File: src/hw/burst2_cfg.svh
// constants for the two-word-burst sram front end
`ifndef BURST2_CFG_SVH
`define BURST2_CFG_SVH
`define DQ_W 36
`define ADDR_W 22
`define LANE_W 9
`define NIB_W 4
`define LANES 4
`define NIBBLES 2
`define DW_X8 8
`define DW_X9 9
`define DW_X18 18
`define MEM_AW 4
`define MEM_WORDS 16
`define DQ_RST 36'h0_0000_0000
`define ADDR_RST 22'h00_0000
`endif

File: src/hw/burst2_pkg.sv
// types shared by the two-word-burst sram front end
package burst2_pkg;
  // data width variant strapped on the part
  typedef enum logic [1:0] {VAR_X8, VAR_X9, VAR_X18, VAR_X36} width_variant_t;
  // write burst progress
  typedef enum logic [1:0] {WR_IDLE, WR_BEAT0, WR_BEAT1} wr_state_t;
  // read burst progress
  typedef enum logic [2:0] {RD_IDLE, RD_SKIP, RD_BEAT0, RD_BEAT1, RD_TAIL} rd_state_t;
  // every pin sampled into the clk_in domain
  typedef struct packed {
    logic k;
    logic k_n;
    logic c;
    logic c_n;
    logic load_n;
    logic rnw;
    logic [21:0] addr;
    logic [1:0] nws_n;
    logic [3:0] bws_n;
    logic [35:0] dq;
    logic dll_off_n;
    logic single_clk;
    width_variant_t variant;
  } pin_t;
  // a loaded address waiting for or in its burst
  typedef struct packed {
    logic vld;
    logic [21:0] addr;
  } cmd_t;
endpackage

File: src/hw/burst2_sram_host_port.sv
// command, address and write-mask front end of a two-word-burst ddr sram
`timescale 1ns/1ps
`include "burst2_cfg.svh"
module burst2_sram_host_port (
  // system clock and reset
  input wire logic clk_in,
  input wire logic nrst_in,
  // input and output clock pairs from the controller
  input wire logic k_in,
  input wire logic k_n_in,
  input wire logic c_in,
  input wire logic c_n_in,
  // command and shared address
  input wire logic load_strobe_n_in,
  input wire logic read_not_write_in,
  input wire logic [`ADDR_W-1:0] addr_in,
  // write selects and write data
  input wire logic [`NIBBLES-1:0] nibble_write_sel_n_in,
  input wire logic [`LANES-1:0] byte_write_sel_n_in,
  input wire logic [`DQ_W-1:0] dq_in,
  // mode straps
  input wire logic dll_off_n_in,
  input wire logic single_clk_in,
  input wire logic [1:0] variant_in,
  // read data and echo clocks
  output logic [`DQ_W-1:0] dq_out,
  output logic dq_oe_n_out,
  output logic echo_clock_out,
  output logic echo_clock_n_out
);

  // pin sampling stages
  burst2_pkg::pin_t pins_raw;
  burst2_pkg::pin_t pins_s1_reg;
  burst2_pkg::pin_t pins_reg;
  logic [3:0] clk_prev_reg;

  // gather every pin into one word
  assign pins_raw.k = k_in;
  assign pins_raw.k_n = k_n_in;
  assign pins_raw.c = c_in;
  assign pins_raw.c_n = c_n_in;
  assign pins_raw.load_n = load_strobe_n_in;
  assign pins_raw.rnw = read_not_write_in;
  assign pins_raw.addr = addr_in;
  assign pins_raw.nws_n = nibble_write_sel_n_in;
  assign pins_raw.bws_n = byte_write_sel_n_in;
  assign pins_raw.dq = dq_in;
  assign pins_raw.dll_off_n = dll_off_n_in;
  assign pins_raw.single_clk = single_clk_in;
  assign pins_raw.variant = burst2_pkg::width_variant_t'(variant_in);

  // two-stage synchroniser, all pins delayed alike
  always_ff @(posedge clk_in or negedge nrst_in)
  begin
    if (!nrst_in)
    begin
      pins_s1_reg <= '0;
      pins_reg <= '0;
    end
    else
    begin
      pins_s1_reg <= pins_raw;
      pins_reg <= pins_s1_reg;
    end
  end

  // third stage on the clocks only, for edge finding
  always_ff @(posedge clk_in or negedge nrst_in)
  begin
    if (!nrst_in)
      clk_prev_reg <= 4'h0;
    else
      clk_prev_reg <= {pins_reg.k, pins_reg.k_n, pins_reg.c, pins_reg.c_n};
  end

  // clock edges and modes
  logic k_rise;
  logic k_n_rise;
  logic c_rise;
  logic c_n_rise;
  logic single_mode;
  logic dll_on;
  logic oc_true_rise;
  logic oc_comp_rise;
  burst2_pkg::width_variant_t variant;
  assign k_rise = pins_reg.k & ~clk_prev_reg[3];
  assign k_n_rise = pins_reg.k_n & ~clk_prev_reg[2];
  assign c_rise = pins_reg.c & ~clk_prev_reg[1];
  assign c_n_rise = pins_reg.c_n & ~clk_prev_reg[0];
  assign single_mode = pins_reg.single_clk;
  assign dll_on = pins_reg.dll_off_n;
  assign variant = pins_reg.variant;
  // output timing pair: c pair, or k pair in single-clock mode
  assign oc_true_rise = single_mode ? k_rise : c_rise;
  assign oc_comp_rise = single_mode ? k_n_rise : c_n_rise;

  // command decode, only on a true input clock rise
  logic load;
  logic wr_load;
  logic rd_load;
  assign load = k_rise & ~pins_reg.load_n;
  assign wr_load = load & ~pins_reg.rnw;
  assign rd_load = load & pins_reg.rnw;

  // word index from loaded address and beat number
  function automatic logic [`MEM_AW-1:0] word_index(
    input burst2_pkg::width_variant_t v,
    input logic [`ADDR_W-1:0] a,
    input logic beat
  );
    logic [`ADDR_W:0] w;
    w = {a, beat};
    if (v == burst2_pkg::VAR_X18)
      w = {1'b0, a[`ADDR_W-1:1], a[0] ^ beat};
    else if (v == burst2_pkg::VAR_X36)
      w = {2'b00, a[`ADDR_W-2:1], a[0] ^ beat};
    return w[`MEM_AW-1:0];
  endfunction

  // storage array
  logic [`DQ_W-1:0] mem [`MEM_WORDS];

  // write burst state
  burst2_pkg::wr_state_t wr_state_reg;
  burst2_pkg::wr_state_t wr_state_next;
  burst2_pkg::cmd_t wr_cmd_reg;
  burst2_pkg::cmd_t wr_cmd_next;
  burst2_pkg::cmd_t wr_pend_reg;
  burst2_pkg::cmd_t wr_pend_next;

  // write beat capture points
  logic wr_take0;
  logic wr_take1;
  logic wr_take;
  logic [`MEM_AW-1:0] wr_idx;
  logic [`DQ_W-1:0] wr_en;
  logic [`DQ_W-1:0] wr_word;
  assign wr_take0 = (wr_state_reg == burst2_pkg::WR_BEAT0) & k_rise;
  assign wr_take1 = (wr_state_reg == burst2_pkg::WR_BEAT1) & k_n_rise;
  assign wr_take = wr_take0 | wr_take1;
  assign wr_idx = word_index(variant, wr_cmd_reg.addr, wr_take1);

  // per-bit write enable from nibble or byte selects of this beat
  for (genvar i = 0; i < `DQ_W; i++)
  begin : g_bit
    localparam int LANE = i / `LANE_W;
    localparam int NIB = (i / `NIB_W) % `NIBBLES;
    logic lane_sel;
    logic nib_sel;
    assign lane_sel = ~pins_reg.bws_n[LANE];
    assign nib_sel = ~pins_reg.nws_n[NIB];
    assign wr_en[i] = (variant == burst2_pkg::VAR_X8) ? ((i < `DW_X8) && nib_sel) :
                      (variant == burst2_pkg::VAR_X9) ? ((i < `DW_X9) && lane_sel) :
                      (variant == burst2_pkg::VAR_X18) ? ((i < `DW_X18) && lane_sel) :
                      lane_sel;
  end

  // deselected lanes keep the stored bits
  assign wr_word = (mem[wr_idx] & ~wr_en) | (pins_reg.dq & wr_en);

  // write next state
  always_comb
  begin
    wr_state_next = wr_state_reg;
    wr_cmd_next = wr_cmd_reg;
    wr_pend_next = wr_pend_reg;
    unique case (wr_state_reg)
      burst2_pkg::WR_IDLE:
      begin
        if (wr_load)
        begin
          wr_state_next = burst2_pkg::WR_BEAT0;
          wr_cmd_next = '{vld: 1'b1, addr: pins_reg.addr};
        end
      end
      burst2_pkg::WR_BEAT0:
      begin
        if (k_rise)
          wr_state_next = burst2_pkg::WR_BEAT1;
      end
      burst2_pkg::WR_BEAT1:
      begin
        if (k_n_rise)
        begin
          wr_state_next = wr_pend_reg.vld ? burst2_pkg::WR_BEAT0 : burst2_pkg::WR_IDLE;
          wr_cmd_next = wr_pend_reg;
          wr_pend_next.vld = 1'b0;
        end
      end
    endcase
    // a write loaded mid-burst waits its turn
    if (wr_load && (wr_state_reg != burst2_pkg::WR_IDLE))
      wr_pend_next = '{vld: 1'b1, addr: pins_reg.addr};
  end

  // write state registers
  always_ff @(posedge clk_in or negedge nrst_in)
  begin
    if (!nrst_in)
    begin
      wr_state_reg <= burst2_pkg::WR_IDLE;
      wr_cmd_reg <= '{vld: 1'b0, addr: `ADDR_RST};
      wr_pend_reg <= '{vld: 1'b0, addr: `ADDR_RST};
    end
    else
    begin
      wr_state_reg <= wr_state_next;
      wr_cmd_reg <= wr_cmd_next;
      wr_pend_reg <= wr_pend_next;
    end
  end

  // array write, one beat at a time
  always_ff @(posedge clk_in)
  begin
    if (wr_take)
      mem[wr_idx] <= wr_word;
  end

  // read burst state
  burst2_pkg::rd_state_t rd_state_reg;
  burst2_pkg::rd_state_t rd_state_next;
  burst2_pkg::cmd_t rd_cmd_reg;
  burst2_pkg::cmd_t rd_cmd_next;
  burst2_pkg::cmd_t rd_pend_reg;
  burst2_pkg::cmd_t rd_pend_next;

  // launch edges: dll on puts beat 0 on the complement edge
  logic rd_edge0;
  logic rd_edge1;
  logic rd_any_edge;
  logic rd_launch0;
  logic rd_launch1;
  logic rd_launch;
  logic rd_release;
  logic [`MEM_AW-1:0] rd_idx;
  burst2_pkg::rd_state_t rd_first;
  assign rd_edge0 = dll_on ? oc_comp_rise : oc_true_rise;
  assign rd_edge1 = dll_on ? oc_true_rise : oc_comp_rise;
  assign rd_any_edge = oc_true_rise | oc_comp_rise;
  assign rd_launch0 = (rd_state_reg == burst2_pkg::RD_BEAT0) & rd_edge0;
  assign rd_launch1 = (rd_state_reg == burst2_pkg::RD_BEAT1) & rd_edge1;
  assign rd_launch = rd_launch0 | rd_launch1;
  assign rd_release = (rd_state_reg == burst2_pkg::RD_TAIL) & rd_any_edge;
  assign rd_idx = word_index(variant, rd_cmd_reg.addr, rd_launch1);
  assign rd_first = dll_on ? burst2_pkg::RD_SKIP : burst2_pkg::RD_BEAT0;

  // read next state
  always_comb
  begin
    rd_state_next = rd_state_reg;
    rd_cmd_next = rd_cmd_reg;
    rd_pend_next = rd_pend_reg;
    unique case (rd_state_reg)
      burst2_pkg::RD_IDLE:
      begin
        if (rd_load)
        begin
          rd_state_next = rd_first;
          rd_cmd_next = '{vld: 1'b1, addr: pins_reg.addr};
        end
      end
      burst2_pkg::RD_SKIP:
      begin
        if (oc_true_rise)
          rd_state_next = burst2_pkg::RD_BEAT0;
      end
      burst2_pkg::RD_BEAT0:
      begin
        if (rd_edge0)
          rd_state_next = burst2_pkg::RD_BEAT1;
      end
      burst2_pkg::RD_BEAT1:
      begin
        if (rd_edge1)
          rd_state_next = burst2_pkg::RD_TAIL;
      end
      burst2_pkg::RD_TAIL:
      begin
        if (rd_any_edge)
        begin
          rd_state_next = rd_pend_reg.vld ? rd_first : burst2_pkg::RD_IDLE;
          rd_cmd_next = rd_pend_reg;
          rd_pend_next.vld = 1'b0;
        end
      end
    endcase
    // a read loaded mid-burst waits its turn; one loaded as RD_TAIL ends with none pending waits for a later read
    if (rd_load && (rd_state_reg != burst2_pkg::RD_IDLE))
      rd_pend_next = '{vld: 1'b1, addr: pins_reg.addr};
  end

  // read state registers
  always_ff @(posedge clk_in or negedge nrst_in)
  begin
    if (!nrst_in)
    begin
      rd_state_reg <= burst2_pkg::RD_IDLE;
      rd_cmd_reg <= '{vld: 1'b0, addr: `ADDR_RST};
      rd_pend_reg <= '{vld: 1'b0, addr: `ADDR_RST};
    end
    else
    begin
      rd_state_reg <= rd_state_next;
      rd_cmd_reg <= rd_cmd_next;
      rd_pend_reg <= rd_pend_next;
    end
  end

  // read data and output enable registers
  logic [`DQ_W-1:0] dq_reg;
  logic oe_n_reg;
  always_ff @(posedge clk_in or negedge nrst_in)
  begin
    if (!nrst_in)
    begin
      dq_reg <= `DQ_RST;
      oe_n_reg <= 1'b1;
    end
    else
    begin
      if (rd_launch)
        dq_reg <= mem[rd_idx];
      if (rd_launch)
        oe_n_reg <= 1'b0;
      else if (rd_release)
        oe_n_reg <= 1'b1;
    end
  end

  // echo clocks follow the output clock pair
  logic echo_reg;
  logic echo_n_reg;
  always_ff @(posedge clk_in or negedge nrst_in)
  begin
    if (!nrst_in)
    begin
      echo_reg <= 1'b0;
      echo_n_reg <= 1'b0;
    end
    else
    begin
      echo_reg <= single_mode ? pins_reg.k : pins_reg.c;
      echo_n_reg <= single_mode ? pins_reg.k_n : pins_reg.c_n;
    end
  end

  // outputs
  assign dq_out = dq_reg;
  assign dq_oe_n_out = oe_n_reg;
  assign echo_clock_out = echo_reg;
  assign echo_clock_n_out = echo_n_reg;

endmodule

File: config.mk
export PLATFORM = sky130hd
export DESIGN_NAME = burst2_sram_host_port
export DESIGN_NICKNAME = d
export VERILOG_FILES = /design/src/hw/burst2_pkg.sv /design/src/hw/burst2_sram_host_port.sv
export VERILOG_INCLUDE_DIRS = /design/src /design/src/hw
export SDC_FILE = /design/constraint.sdc
export NUM_CORES = 1
export LEC_CHECK = 0
export ABC_AREA = 1
export BUFFER_PORTS_ARGS = -buffer_cell sky130_fd_sc_hd__buf_2
export CAP_MARGIN = 20
export CORE_MARGIN = 10
export CORE_UTILIZATION = 40
export CTS_CLUSTER_SIZE = 28
export DETAILED_ROUTE_END_ITERATION = 8
export HOLD_SLACK_MARGIN = 0.02
export SLEW_MARGIN = 10
export SYNTH_ARGS = -nofsm -noshare
export SYNTH_HDL_FRONTEND = slang
export SYNTH_SLANG_ARGS = --single-unit
File: constraint.sdc
create_clock -name clk_in -period 3.2 [get_ports clk_in]
set_input_delay 0.48 -clock clk_in [delete_from_list [all_inputs] [get_ports clk_in]]
set_output_delay 0.48 -clock clk_in [all_outputs]
set_load 0.05 [all_outputs]
# --- Word level (Yosys, flattened, before mapping) ---
# Memories as Yosys holds them, arrays and structs flattened. A register that Yosys moved wholly into a read port is not among the register bits.
# Index checks and enable logic that the tools add are counted.
classes:
  n_eq_ne: 17
  reduce_logical: 21
  mux: 50
  n_bitwise: 33
op_table:
  columns: ["operator", "count"]
  rows:
  - ["36-bit bitwise AND", 2]
  - ["23-bit two-way mux", 2]
  - ["36-bit NOT", 1]
  - ["36-bit OR", 1]
  - ["4-bit two-way mux", 8]
  - ["1-bit two-way mux", 26]
  - ["2-bit inequality test, second input constant", 8]
  - ["4-bit one-hot mux with 2 select lines", 2]
  - ["2-bit nonzero test", 8]
  - ["3-bit two-way mux", 5]
  - ["3-bit one-hot mux with 5 select lines", 1]
  - ["1-bit bitwise AND", 12]
  - ["1-bit NOT", 12]
  - ["2-bit two-way mux", 5]
  - ["3-bit AND reduction", 3]
  - ["2-bit equality test, second input constant", 3]
  - ["3-bit by 2-bit equality test with 1-bit output, second input constant", 2]
  - ["2-bit one-hot mux with 3 select lines", 1]
  - ["5-bit AND reduction", 1]
  - ["2-bit by 1-bit equality test with 1-bit output, second input constant", 2]
  - ["2-bit zero test", 2]
  - ["2-bit AND reduction", 2]
  - ["3-bit by 1-bit equality test with 1-bit output, second input constant", 1]
  - ["3-bit equality test, second input constant", 1]
  - ["6 further kinds", 10]
word_totals:
  mem_count: 1
  elab_cells: 160
  register_bits: 214
  output_inout_bits: 39
  ram_bits: 576
mem_list:
  columns: ["name", "words", "width", "read_ports", "rd_clocked_by_memory_dff", "wr", "line_no", "text"]
  rows:
  - ["mem", 16, 36, 2, 1, 1, "burst2_sram_host_port.sv:122", "logic [`DQ_W-1:0] mem [`MEM_WORDS];"]

# --- Logic depth before layout (Yosys ltp) ---
# Gate-level depths: netlist of run 1.
# An unclocked memory read counts as a cell.
logic_depth:
  ltp_word: 9
  ltp_mapped: 16

# --- Least setup slack after synthesis of run 1 ---
# No wires, ideal clock.
synth_path:
  kind: "register to register"
  startpoint: "register pins_reg (netlist bit variant[1])"
  endpoint: "memory mem[12][0] (netlist name), enable pin"
  path_slack_ps: -295
  t_arrival_ps: 3066
  synth_period_minus_slack_ps: 3495
  setup_time_ps: 429
  n_path_buf: 3
  stages_incl_launch_ff: 9
  cell_sequence: "dfrtp_1 buf_2 buf_4 nand2_1 o21ai_0 nor2_1 buf_2 nand2_1 nor2_1"
synth_between:
  elab_chain_cells: 3
  word_cells_on_any_way: 4
synth_rtl:
  columns: ["element", "line_no", "text"]
  rows:
  - ["start: declaration", "burst2_sram_host_port.sv:35", "burst2_pkg::pin_t pins_reg;"]
  - ["start signal: assignment", "burst2_sram_host_port.sv:64", "pins_reg <= pins_s1_reg;"]
  - ["2-bit equality test", "burst2_sram_host_port.sv:116", "else if (v == burst2_pkg::VAR_X36)"]
  - ["4-bit two-way mux", "burst2_sram_host_port.sv:116", null]
  - ["4-bit two-way mux (*)", "burst2_sram_host_port.sv:114", "if (v == burst2_pkg::VAR_X18)"]
  - ["end: declaration", "burst2_sram_host_port.sv:122", null]
# Mark *: on every way between the ends. The rest lies on a longest branch, timed or not.

# --- Worst setup path in the final report of run 1 ---
layout_path:
  startpoint: "register pins_reg (netlist bit variant[1])"
  endpoint: "memory mem[3][1] (netlist name), enable pin"
# The elaborated chain is that of the path after synthesis.

==> load_flow_metrics.sql, run 1 <==
INSERT INTO impl_metrics (metric_group, metric, value, unit) VALUES
('run_status', 'run_status', 'finished clean', ''),
('synthesis', 'share_of_the_yosys_chip_area_belonging_to_registers', '0.621', ''),
('cts', 'cts-buffers-inserted', '84', ''),
('detailed_routing', 'detailroute.wirelength.met2', '50.9', 'mm'),
('final_layout', 'area_growth', '18.1', '%'),
('floorplan', 'rows', '108', ''),
('synthesis', 'syn_area', '35000', 'µm²'),
('timing', 'setup_slack', '0.158', 'ns'),
('pwr', 'vdd_drop_max', '0.593', 'mV'),
('floorplan', 'floorplan.die.width', '316', 'µm'),
('placed_design', 'dp_slack', '0.0530', 'ns'),
('pwr', 'total_power', '36.3', 'mW'),
('synthesis', 'postSynthNetCount', '3616', ''),
('timing', 'post-route-period-util', '0.950', ''),
('synthesis', 'flop_and_latch_count_out_of_synthesis', '754', ''),
('worst_setup_path', 'critical_path_peak_fanout', '13', ''),
('timing', 'min_tclk_post_route', '3.04', 'ns'),
('timing', 'final.setup_skew', '0.0306', 'ns'),
('global_route', 'globalRoute.totalOverflow', '0', ''),
('cts', 'clk_transition_reported_paths', '0.06', 'ns'),
('final_layout', 'final_nets', '3794', ''),
('floorplan', 'start_util', '0.404', ''),
('global_route', 'grt_max_degree', '145', ''),
('detailed_routing', 'vias', '27500', ''),
('cts', 'numClockSinks', '754', ''),
('detailed_routing', 'wl_per_cell', '22.5', 'µm'),
('detailed_routing', 'route.antenna.remaining_nets', '0', ''),
('timing', 'slew_violations', '0', ''),
('min_path', 'timing.hold.worst.start', 'pins_s1_reg[12]', ''),
('cts', 'clock_tree.buffer_depth', '3', ''),
('detailed_routing', 'route.detailed.vias_per_inst', '5.56', ''),
('final_layout', 'design_area', '41400', 'µm²'),
('worst_setup_path', 'critical_path.startpoint_type', 'flop', ''),
('global_route', 'grt_pass1_wl', '168', 'mm'),
('detailed_routing', 'met1_length', '45.6', 'mm'),
('timing', 'fmax', '0.329', 'GHz'),
('synthesis', 'netlist_instances', '3540', ''),
('worst_setup_path', 'crit_arrival', '3.36', 'ns'),
('synthesis', 'synth.lib_cells_used.distinct', '38', ''),
('detailed_routing', 'detail_route.first_pass.iterations', '8', ''),
('synthesis', 'synthDominantCellAreaShare', '0.494', ''),
('cts', 'clock_insertion_delay_worst_skew', '0.65', 'ns'),
('detailed_routing', 'routed.top_layer', 'met5', ''),
('final_layout', 'layout-drive-gt1-share', '0.119', ''),
('synthesis', 'yosys_warnings', '0', ''),
('worst_setup_path', 'rr_startpoint', 'variant[1]', ''),
('run', 'max_cap_violations', '0', ''),
('worst_setup_path', 'timing.critical_path.from', 'variant[1]', ''),
('synthesis', 'synth_top_area_cell', 'sky130_fd_sc_hd__edfxtp_1', ''),
('min_path', 'hold-path-cell-count', '0', ''),
('detailed_routing', 'first_iter_violations', '3050', ''),
('detailed_routing', 'met3RoutedLength', '10.1', 'mm'),
('synthesis', 'netlist_top_cells_area', 'sky130_fd_sc_hd__edfxtp_1, sky130_fd_sc_hd__dfrtp_1, sky130_fd_sc_hd__nand3_1', ''),
('worst_setup_path', 'worst_r2r_path_depth', '8', ''),
('timing', 'tightestPinTransition', '0.935', 'ns'),
('timing', 'finalHoldViolations', '0', ''),
('cts', 'tritoncts', 'done', ''),
('synthesis', 'post_synth_edffs', '576', ''),
('global_route', 'grt_use_total', '0.221', ''),
('synthesis', 'synthesis.area_per_instance', '9.89', 'µm²'),
('worst_setup_path', 'crit_type', 'flop to flop', ''),
('pwr', 'pwr_density_cell', '878', 'nW/µm²'),
('timing', 'setup_repair_after_global_routing_missed_its_margin', 'false', ''),
('placed_design', 'post_dp_cell_area', '38000', 'µm²'),
('placed_design', 'io_buffers', '96', ''),
('timing', 'relSlewSlack', '0.377', ''),
('min_path', 'hold_path_class', 'flop to flop', ''),
('floorplan', 'core', '86800', 'µm²'),
('synthesis', 'synth_flop_cell', 'sky130_fd_sc_hd__edfxtp_1', ''),
('floorplan', 'number_of_primary_i_o_pins', '115', ''),
('detailed_routing', 'count_of_unresolved_drc_violations_after_routing', '0', '');
power by group:
group	total [mW]	switching [mW]	internal, mW	leakage [nW]
registers	12.8	0.286	12.5	7.33
logic	14.0	9.81	4.15	8.53
clock network	9.55	3.94	5.61	1.34
synth_stat cells, types with 3 or more instances:
| library cell | n |
|---|---|
| sky130_fd_sc_hd__nor2_2 | 4 |
| sky130_fd_sc_hd__o21ai_1 | 26 |
| sky130_fd_sc_hd__nand3_1 | 648 |
| sky130_fd_sc_hd__nand2_1 | 857 |
| sky130_fd_sc_hd__nor3_1 | 3 |
| sky130_fd_sc_hd__o22ai_1 | 72 |
| sky130_fd_sc_hd__buf_2 | 119 |
| sky130_fd_sc_hd__dfrtp_1 | 177 |
| sky130_fd_sc_hd__inv_2 | 8 |
| sky130_fd_sc_hd__nand3b_1 | 137 |
| sky130_fd_sc_hd__buf_6 | 7 |
| sky130_fd_sc_hd__clkbuf_1 | 61 |
| sky130_fd_sc_hd__edfxtp_1 | 576 |
| sky130_fd_sc_hd__buf_1 | 19 |
| sky130_fd_sc_hd__buf_4 | 27 |
| sky130_fd_sc_hd__o211ai_1 | 6 |
| sky130_fd_sc_hd__inv_1 | 363 |
| sky130_fd_sc_hd__a22oi_1 | 200 |
| sky130_fd_sc_hd__o21ai_0 | 60 |
| sky130_fd_sc_hd__nor2_1 | 144 |
worst max-delay path, cell delays in order (launching register included):
cell and delay, ns:
sky130_fd_sc_hd__dfrtp_1 0.45, sky130_fd_sc_hd__buf_4 0.20, sky130_fd_sc_hd__o21ai_0 0.39, sky130_fd_sc_hd__inv_1 0.19, sky130_fd_sc_hd__nor2_4 0.15, sky130_fd_sc_hd__buf_4 0.30, sky130_fd_sc_hd__nand2_1 0.31, sky130_fd_sc_hd__nor2_4 0.44
sky130_fd_sc_hd__buf_4 0.29
metal layers:
| layer | up-vias | track usage |
|---|---|---|
| li1 | 12600 | - |
| met1 | 13200 | 0.291 |
| met4 | 2 | 0.0965 |
| met2 | 1399 | 0.356 |
| met5 | - | 0 |
| met3 | 332 | 0.0387 |
cell usage in the layout, fill, tap and decap left out, types with 3 or more instances in the layout:
cell and count:
sky130_fd_sc_hd__a22oi_1 200, sky130_fd_sc_hd__buf_12 60, sky130_fd_sc_hd__buf_2 95, sky130_fd_sc_hd__buf_4 111, sky130_fd_sc_hd__bufinv_16 4, sky130_fd_sc_hd__clkbuf_1 26
sky130_fd_sc_hd__clkbuf_16 88, sky130_fd_sc_hd__clkbuf_8 10, sky130_fd_sc_hd__clkinv_1 9, sky130_fd_sc_hd__clkinv_2 15, sky130_fd_sc_hd__dfrtp_1 177, sky130_fd_sc_hd__dlygate4sd3_1 57
sky130_fd_sc_hd__edfxtp_1 576, sky130_fd_sc_hd__inv_1 362, sky130_fd_sc_hd__inv_2 8, sky130_fd_sc_hd__nand2_1 856, sky130_fd_sc_hd__nand3_1 648, sky130_fd_sc_hd__nand3b_1 137
sky130_fd_sc_hd__nor2_1 111, sky130_fd_sc_hd__nor2_2 14, sky130_fd_sc_hd__nor2_4 25, sky130_fd_sc_hd__nor3_1 3, sky130_fd_sc_hd__o211ai_1 6, sky130_fd_sc_hd__o21ai_0 59
sky130_fd_sc_hd__o21ai_1 26, sky130_fd_sc_hd__o21ai_4 3, sky130_fd_sc_hd__o22ai_1 72
what timing repair did:
item	CTS	global route
endpoints found under the setup margin	0	280
endpoints found under the hold margin	117	0
resized for setup	0	15
hold buffers	57	0
layout make-up:
class | instances | area (µm²)
Clock buffer | 124 | 2440
Clock inverter | 33 | 293
Fill cell | 7992 | 45400
Inverter | 373 | 1400
Multi-Input combinational cell | 2180 | 10900
Sequential cell | 754 | 21800
Tap cell | 1155 | 1450
Timing Repair Buffer | 325 | 3110
logic make-up after synthesis:
family,count (synthesis),synth area share
flops,754,0.621
simple gates,1808,0.234
compound gates,372,0.0711
buf+inv,606,0.0736
final timing paths:
check,endpoint,slack (ns)
worst max-delay path,mem[3][1],0.16
worst min-delay path,pins_reg[12],0.34
worst max register to register,mem[3][1],0.16
worst min register to register,pins_reg[12],0.34
max in group asynchronous,pins_s1_reg[7],1.93
min in group asynchronous,pins_reg[31],0.42
stage by stage:
| stage | instances | TNS, ns | util | hold slack [ns] |
|---|---|---|---|---|
| after floorplan | 3540 | -144.99 | - | 0.184 |
| after global placement | 4730 | 0 | 0.438 | 0.332 |
| after detailed placement | 4730 | 0 | 0.438 | 0.335 |
| after CTS | 4944 | 0 | 0.476 | 0.342 |
| after global routing | 4944 | 0 | 0.477 | 0.349 |
| final | 4944 | 0 | 0.477 | 0.337 |
No activity file was read; power rests on OpenSTA's default activity.
==> inputs of run 2 (changes only) <==
- CORE_UTILIZATION: 40 -> 56
- PLACE_DENSITY: unset -> 0.76
==> run 2 against run 1 <==
Non-clock buffer count fell by 18. Clock power down 2.9%. Setup slack gained 0.049 ns. Die area decreased by 27%. Sequential power hardly changed. Global-route usage is 5.4 points higher. Total power decreased by 2.1%. Fmax grew 1.6%. Hold slack improved by 0.0040 ns. Critical path depth is the same. Register-to-register slack gained 0.05 ns.
==> load_flow_metrics.sql, run 2 (synthesis gave the netlist of run 1 again) <==
INSERT INTO impl_metrics (metric_group, metric, value, unit) VALUES
('run_status', 'run_status', 'finished clean', ''),
('cts', 'numClockSinks', '754', ''),
('timing', 'fmax', '0.334', 'GHz'),
('worst_setup_path', 'crit_type', 'flop to flop', ''),
('global_route', 'grt_max_degree', '114', ''),
('detailed_routing', 'route.antenna.remaining_nets', '0', ''),
('pwr', 'total_power', '35.5', 'mW'),
('final_layout', 'area_growth', '15.5', '%'),
('timing', 'setup_slack', '0.207', 'ns'),
('cts', 'clock_tree.buffer_depth', '3', ''),
('placed_design', 'place.gp.congestion', '0.845', ''),
('timing', 'finalHoldViolations', '0', ''),
('timing', 'tightestPinTransition', '0.842', 'ns'),
('pwr', 'p_int', '21.9', 'mW'),
('detailed_routing', 'route.detailed.vias_per_inst', '6.08', ''),
('floorplan', 'start_util', '0.566', ''),
('global_route', 'grt_antenna_before_repair', '0', ''),
('final_layout', 'largest_register_ffs', '576', ''),
('global_route', 'globalRoute.totalOverflow', '0', ''),
('placed_design', 'post_dp_cell_area', '37200', 'µm²'),
('detailed_routing', 'vias', '28000', ''),
('final_layout', 'design_area', '40400', 'µm²'),
('final_layout', 'antenna-diode-count', '0', ''),
('final_layout', 'final_nets', '3771', ''),
('floorplan', 'fp.dieArea', '72900', 'µm²'),
('worst_setup_path', 'crit_arrival', '3.26', 'ns'),
('pwr', 'pwr_density_cell', '878', 'nW/µm²'),
('worst_setup_path', 'critical_path_peak_fanout', '26', ''),
('final_layout', 'layout_commonest_cell', 'sky130_fd_sc_hd__nand2_1', ''),
('cts', 'cts-buffers-inserted', '79', ''),
('min_path', 'hold_path_class', 'flop to flop', ''),
('timing', 'post-route-period-util', '0.935', ''),
('global_route', 'grt_pass1_vias', '27400', ''),
('pwr', 'share_clk_of_total_power', '0.261', ''),
('worst_setup_path', 'critical_path.endpoint_type', 'flop', ''),
('cts', 'cts_max_level', '3', ''),
('cts', 'tritoncts', 'done', ''),
('placed_design', 'io_buffers', '96', ''),
('pwr', 'power_leakage', '17.0', 'nW'),
('final_layout', 'layout-drive-gt1-share', '0.115', ''),
('detailed_routing', 'wl_per_cell', '22.4', 'µm'),
('timing', 'fin_worst_hold_slack', '0.341', 'ns'),
('cts', 'cts.repair_timing.setup_buffer_count', '0', ''),
('pwr', 'pwr-share-seq', '0.360', ''),
('timing', 'final.setup_skew', '0.0145', 'ns'),
('pwr', 'vdd_drop_max', '0.546', 'mV'),
('pwr', 'power.switching_fraction', '0.384', ''),
('detailed_routing', 'totalWireLength', '103', 'mm'),
('detailed_routing', 'detail_route.first_pass.iterations', '8', ''),
('pwr', 'total_switching_power', '13.6', 'mW'),
('final_layout', 'fillCellCount', '4594', ''),
('cts', 'clk_transition_reported_paths', '0.06', 'ns'),
('timing', 'final-setup-viol-count', '0', ''),
('global_route', 'grt_use_total', '0.275', ''),
('timing', 'min_tclk_post_route', '2.99', 'ns'),
('final_layout', 'final_cell_mix', 'sky130_fd_sc_hd__nand2_1, sky130_fd_sc_hd__nand3_1, sky130_fd_sc_hd__edfxtp_1, sky130_fd_sc_hd__inv_1, sky130_fd_sc_hd__a22oi_1', ''),
('placed_design', 'detailed_place_hpwl', '56.5', 'mm'),
('final_layout', 'final_core_util', '0.654', ''),
('floorplan', 'core', '61800', 'µm²'),
('worst_setup_path', 'critical_path.startpoint_type', 'flop', ''),
('timing', 'relSlewSlack', '0.437', ''),
('run', 'max_cap_violations', '0', ''),
('pwr', 'p_comb_frac', '0.379', ''),
('detailed_routing', 'count_of_unresolved_drc_violations_after_routing', '0', ''),
('cts', 'clock_tree.root_cell', 'sky130_fd_sc_hd__clkbuf_16', ''),
('timing', 'setup_repair_after_global_routing_missed_its_margin', 'false', ''),
('detailed_routing', 'first_iter_violations', '3578', ''),
('placed_design', 'dp_slack', '0.183', 'ns'),
('global_route', 'grt_pass1_wl', '156', 'mm'),
('floorplan', 'rows', '91', ''),
('floorplan', 'die_outline_height', '270', 'µm'),
('floorplan', 'floorplan.die.width', '270', 'µm'),
('cts', 'clock_insertion_delay_worst_skew', '0.64', 'ns'),
('worst_setup_path', 'worstPathRequired', '3.46', 'ns'),
('floorplan', 'number_of_primary_i_o_pins', '115', ''),
('timing', 'slew_violations', '0', '');
[run 2: changes by cell type in the layout (fill, tap and decap cells not counted), sizes merged]
cell,delta
inv,+4
clkinvlp,+2
clkinv,-2
buf,-19
clkbuf,-12
[run 2: per-stage QoR]
step	cells	setup TNS, ns
2_1_floorplan	3540	-144.99
3_3_place_gp	4394	0
3_5_place_dp	4394	0
4_1_cts	4599	0
5_1_grt	4599	0
6_report	4599	0
[run 2: timing repair]
item / 4_1_cts / 5_1_grt
resized for setup: 0 / 6
endpoints found under the hold margin: 106 / 0
setup endpoints to repair: 0 / 95
hold buffers: 57 / 0
[run 2: power by group through the flow]
| stage | registers (mW) | logic (mW) | clock network [mW] |
|---|---|---|---|
| 2_1_floorplan | 13.7 | 7.59 | 0 |
| 3_3_place_gp | 13.0 | 12.7 | 0 |
| 3_5_place_dp | 13.0 | 13.0 | 0 |
| 4_1_cts | 12.8 | 13.1 | 9.35 |
| 5_1_grt | 12.8 | 14.4 | 9.79 |
| 6_report | 12.8 | 13.5 | 9.27 |
[run 2: final cells by class]
| class | count | area, µm² | area share |
|---|---|---|---|
| Sequential cell | 754 | 21800 | 0.538 |
| Multi-Input combinational cell | 2180 | 10900 | 0.270 |
| Timing Repair Buffer | 307 | 2680 | 0.0662 |
| Clock buffer | 111 | 2310 | 0.0571 |
| Inverter | 373 | 1400 | 0.0347 |
| Tap cell | 837 | 1050 | 0.0259 |
| Clock inverter | 37 | 345 | 0.00854 |
[run 2: critical path, stage by stage (launching register included)]
cell,delay (ns)
sky130_fd_sc_hd__dfrtp_1,0.44
sky130_fd_sc_hd__buf_4,0.20
sky130_fd_sc_hd__o21ai_0,0.40
sky130_fd_sc_hd__inv_1,0.21
sky130_fd_sc_hd__nor2_4,0.18
sky130_fd_sc_hd__buf_12,0.27
sky130_fd_sc_hd__nand2_1,0.28
sky130_fd_sc_hd__nor2_4,0.18
sky130_fd_sc_hd__buf_4,0.47
[run 2: path summary, 6_finish.rpt]
path	from	end	slack, ns	depth (start not counted)
min reg2reg	pins_s1_reg[33]	pins_reg[33]	0.34	0
min in group asynchronous	nrst_in	pins_reg[25]	0.38	2
max reg2reg	variant[1]	mem[3][0]	0.21	8
max	variant[1]	mem[3][0]	0.21	8
min	pins_s1_reg[33]	pins_reg[33]	0.34	0
max in group asynchronous	nrst_in	pins_reg[6]	2.02	3
[run 2: routing by layer]
metal | GRT usage | part of all wire | vias to the layer above
li1 | - | - | 12500
met1 | 0.354 | 0.37 | 13100
met2 | 0.445 | 0.46 | 1996
met3 | 0.0519 | 0.12 | 419
met4 | 0.132 | 0.051 | 0
met5 | 0 | 0 | -
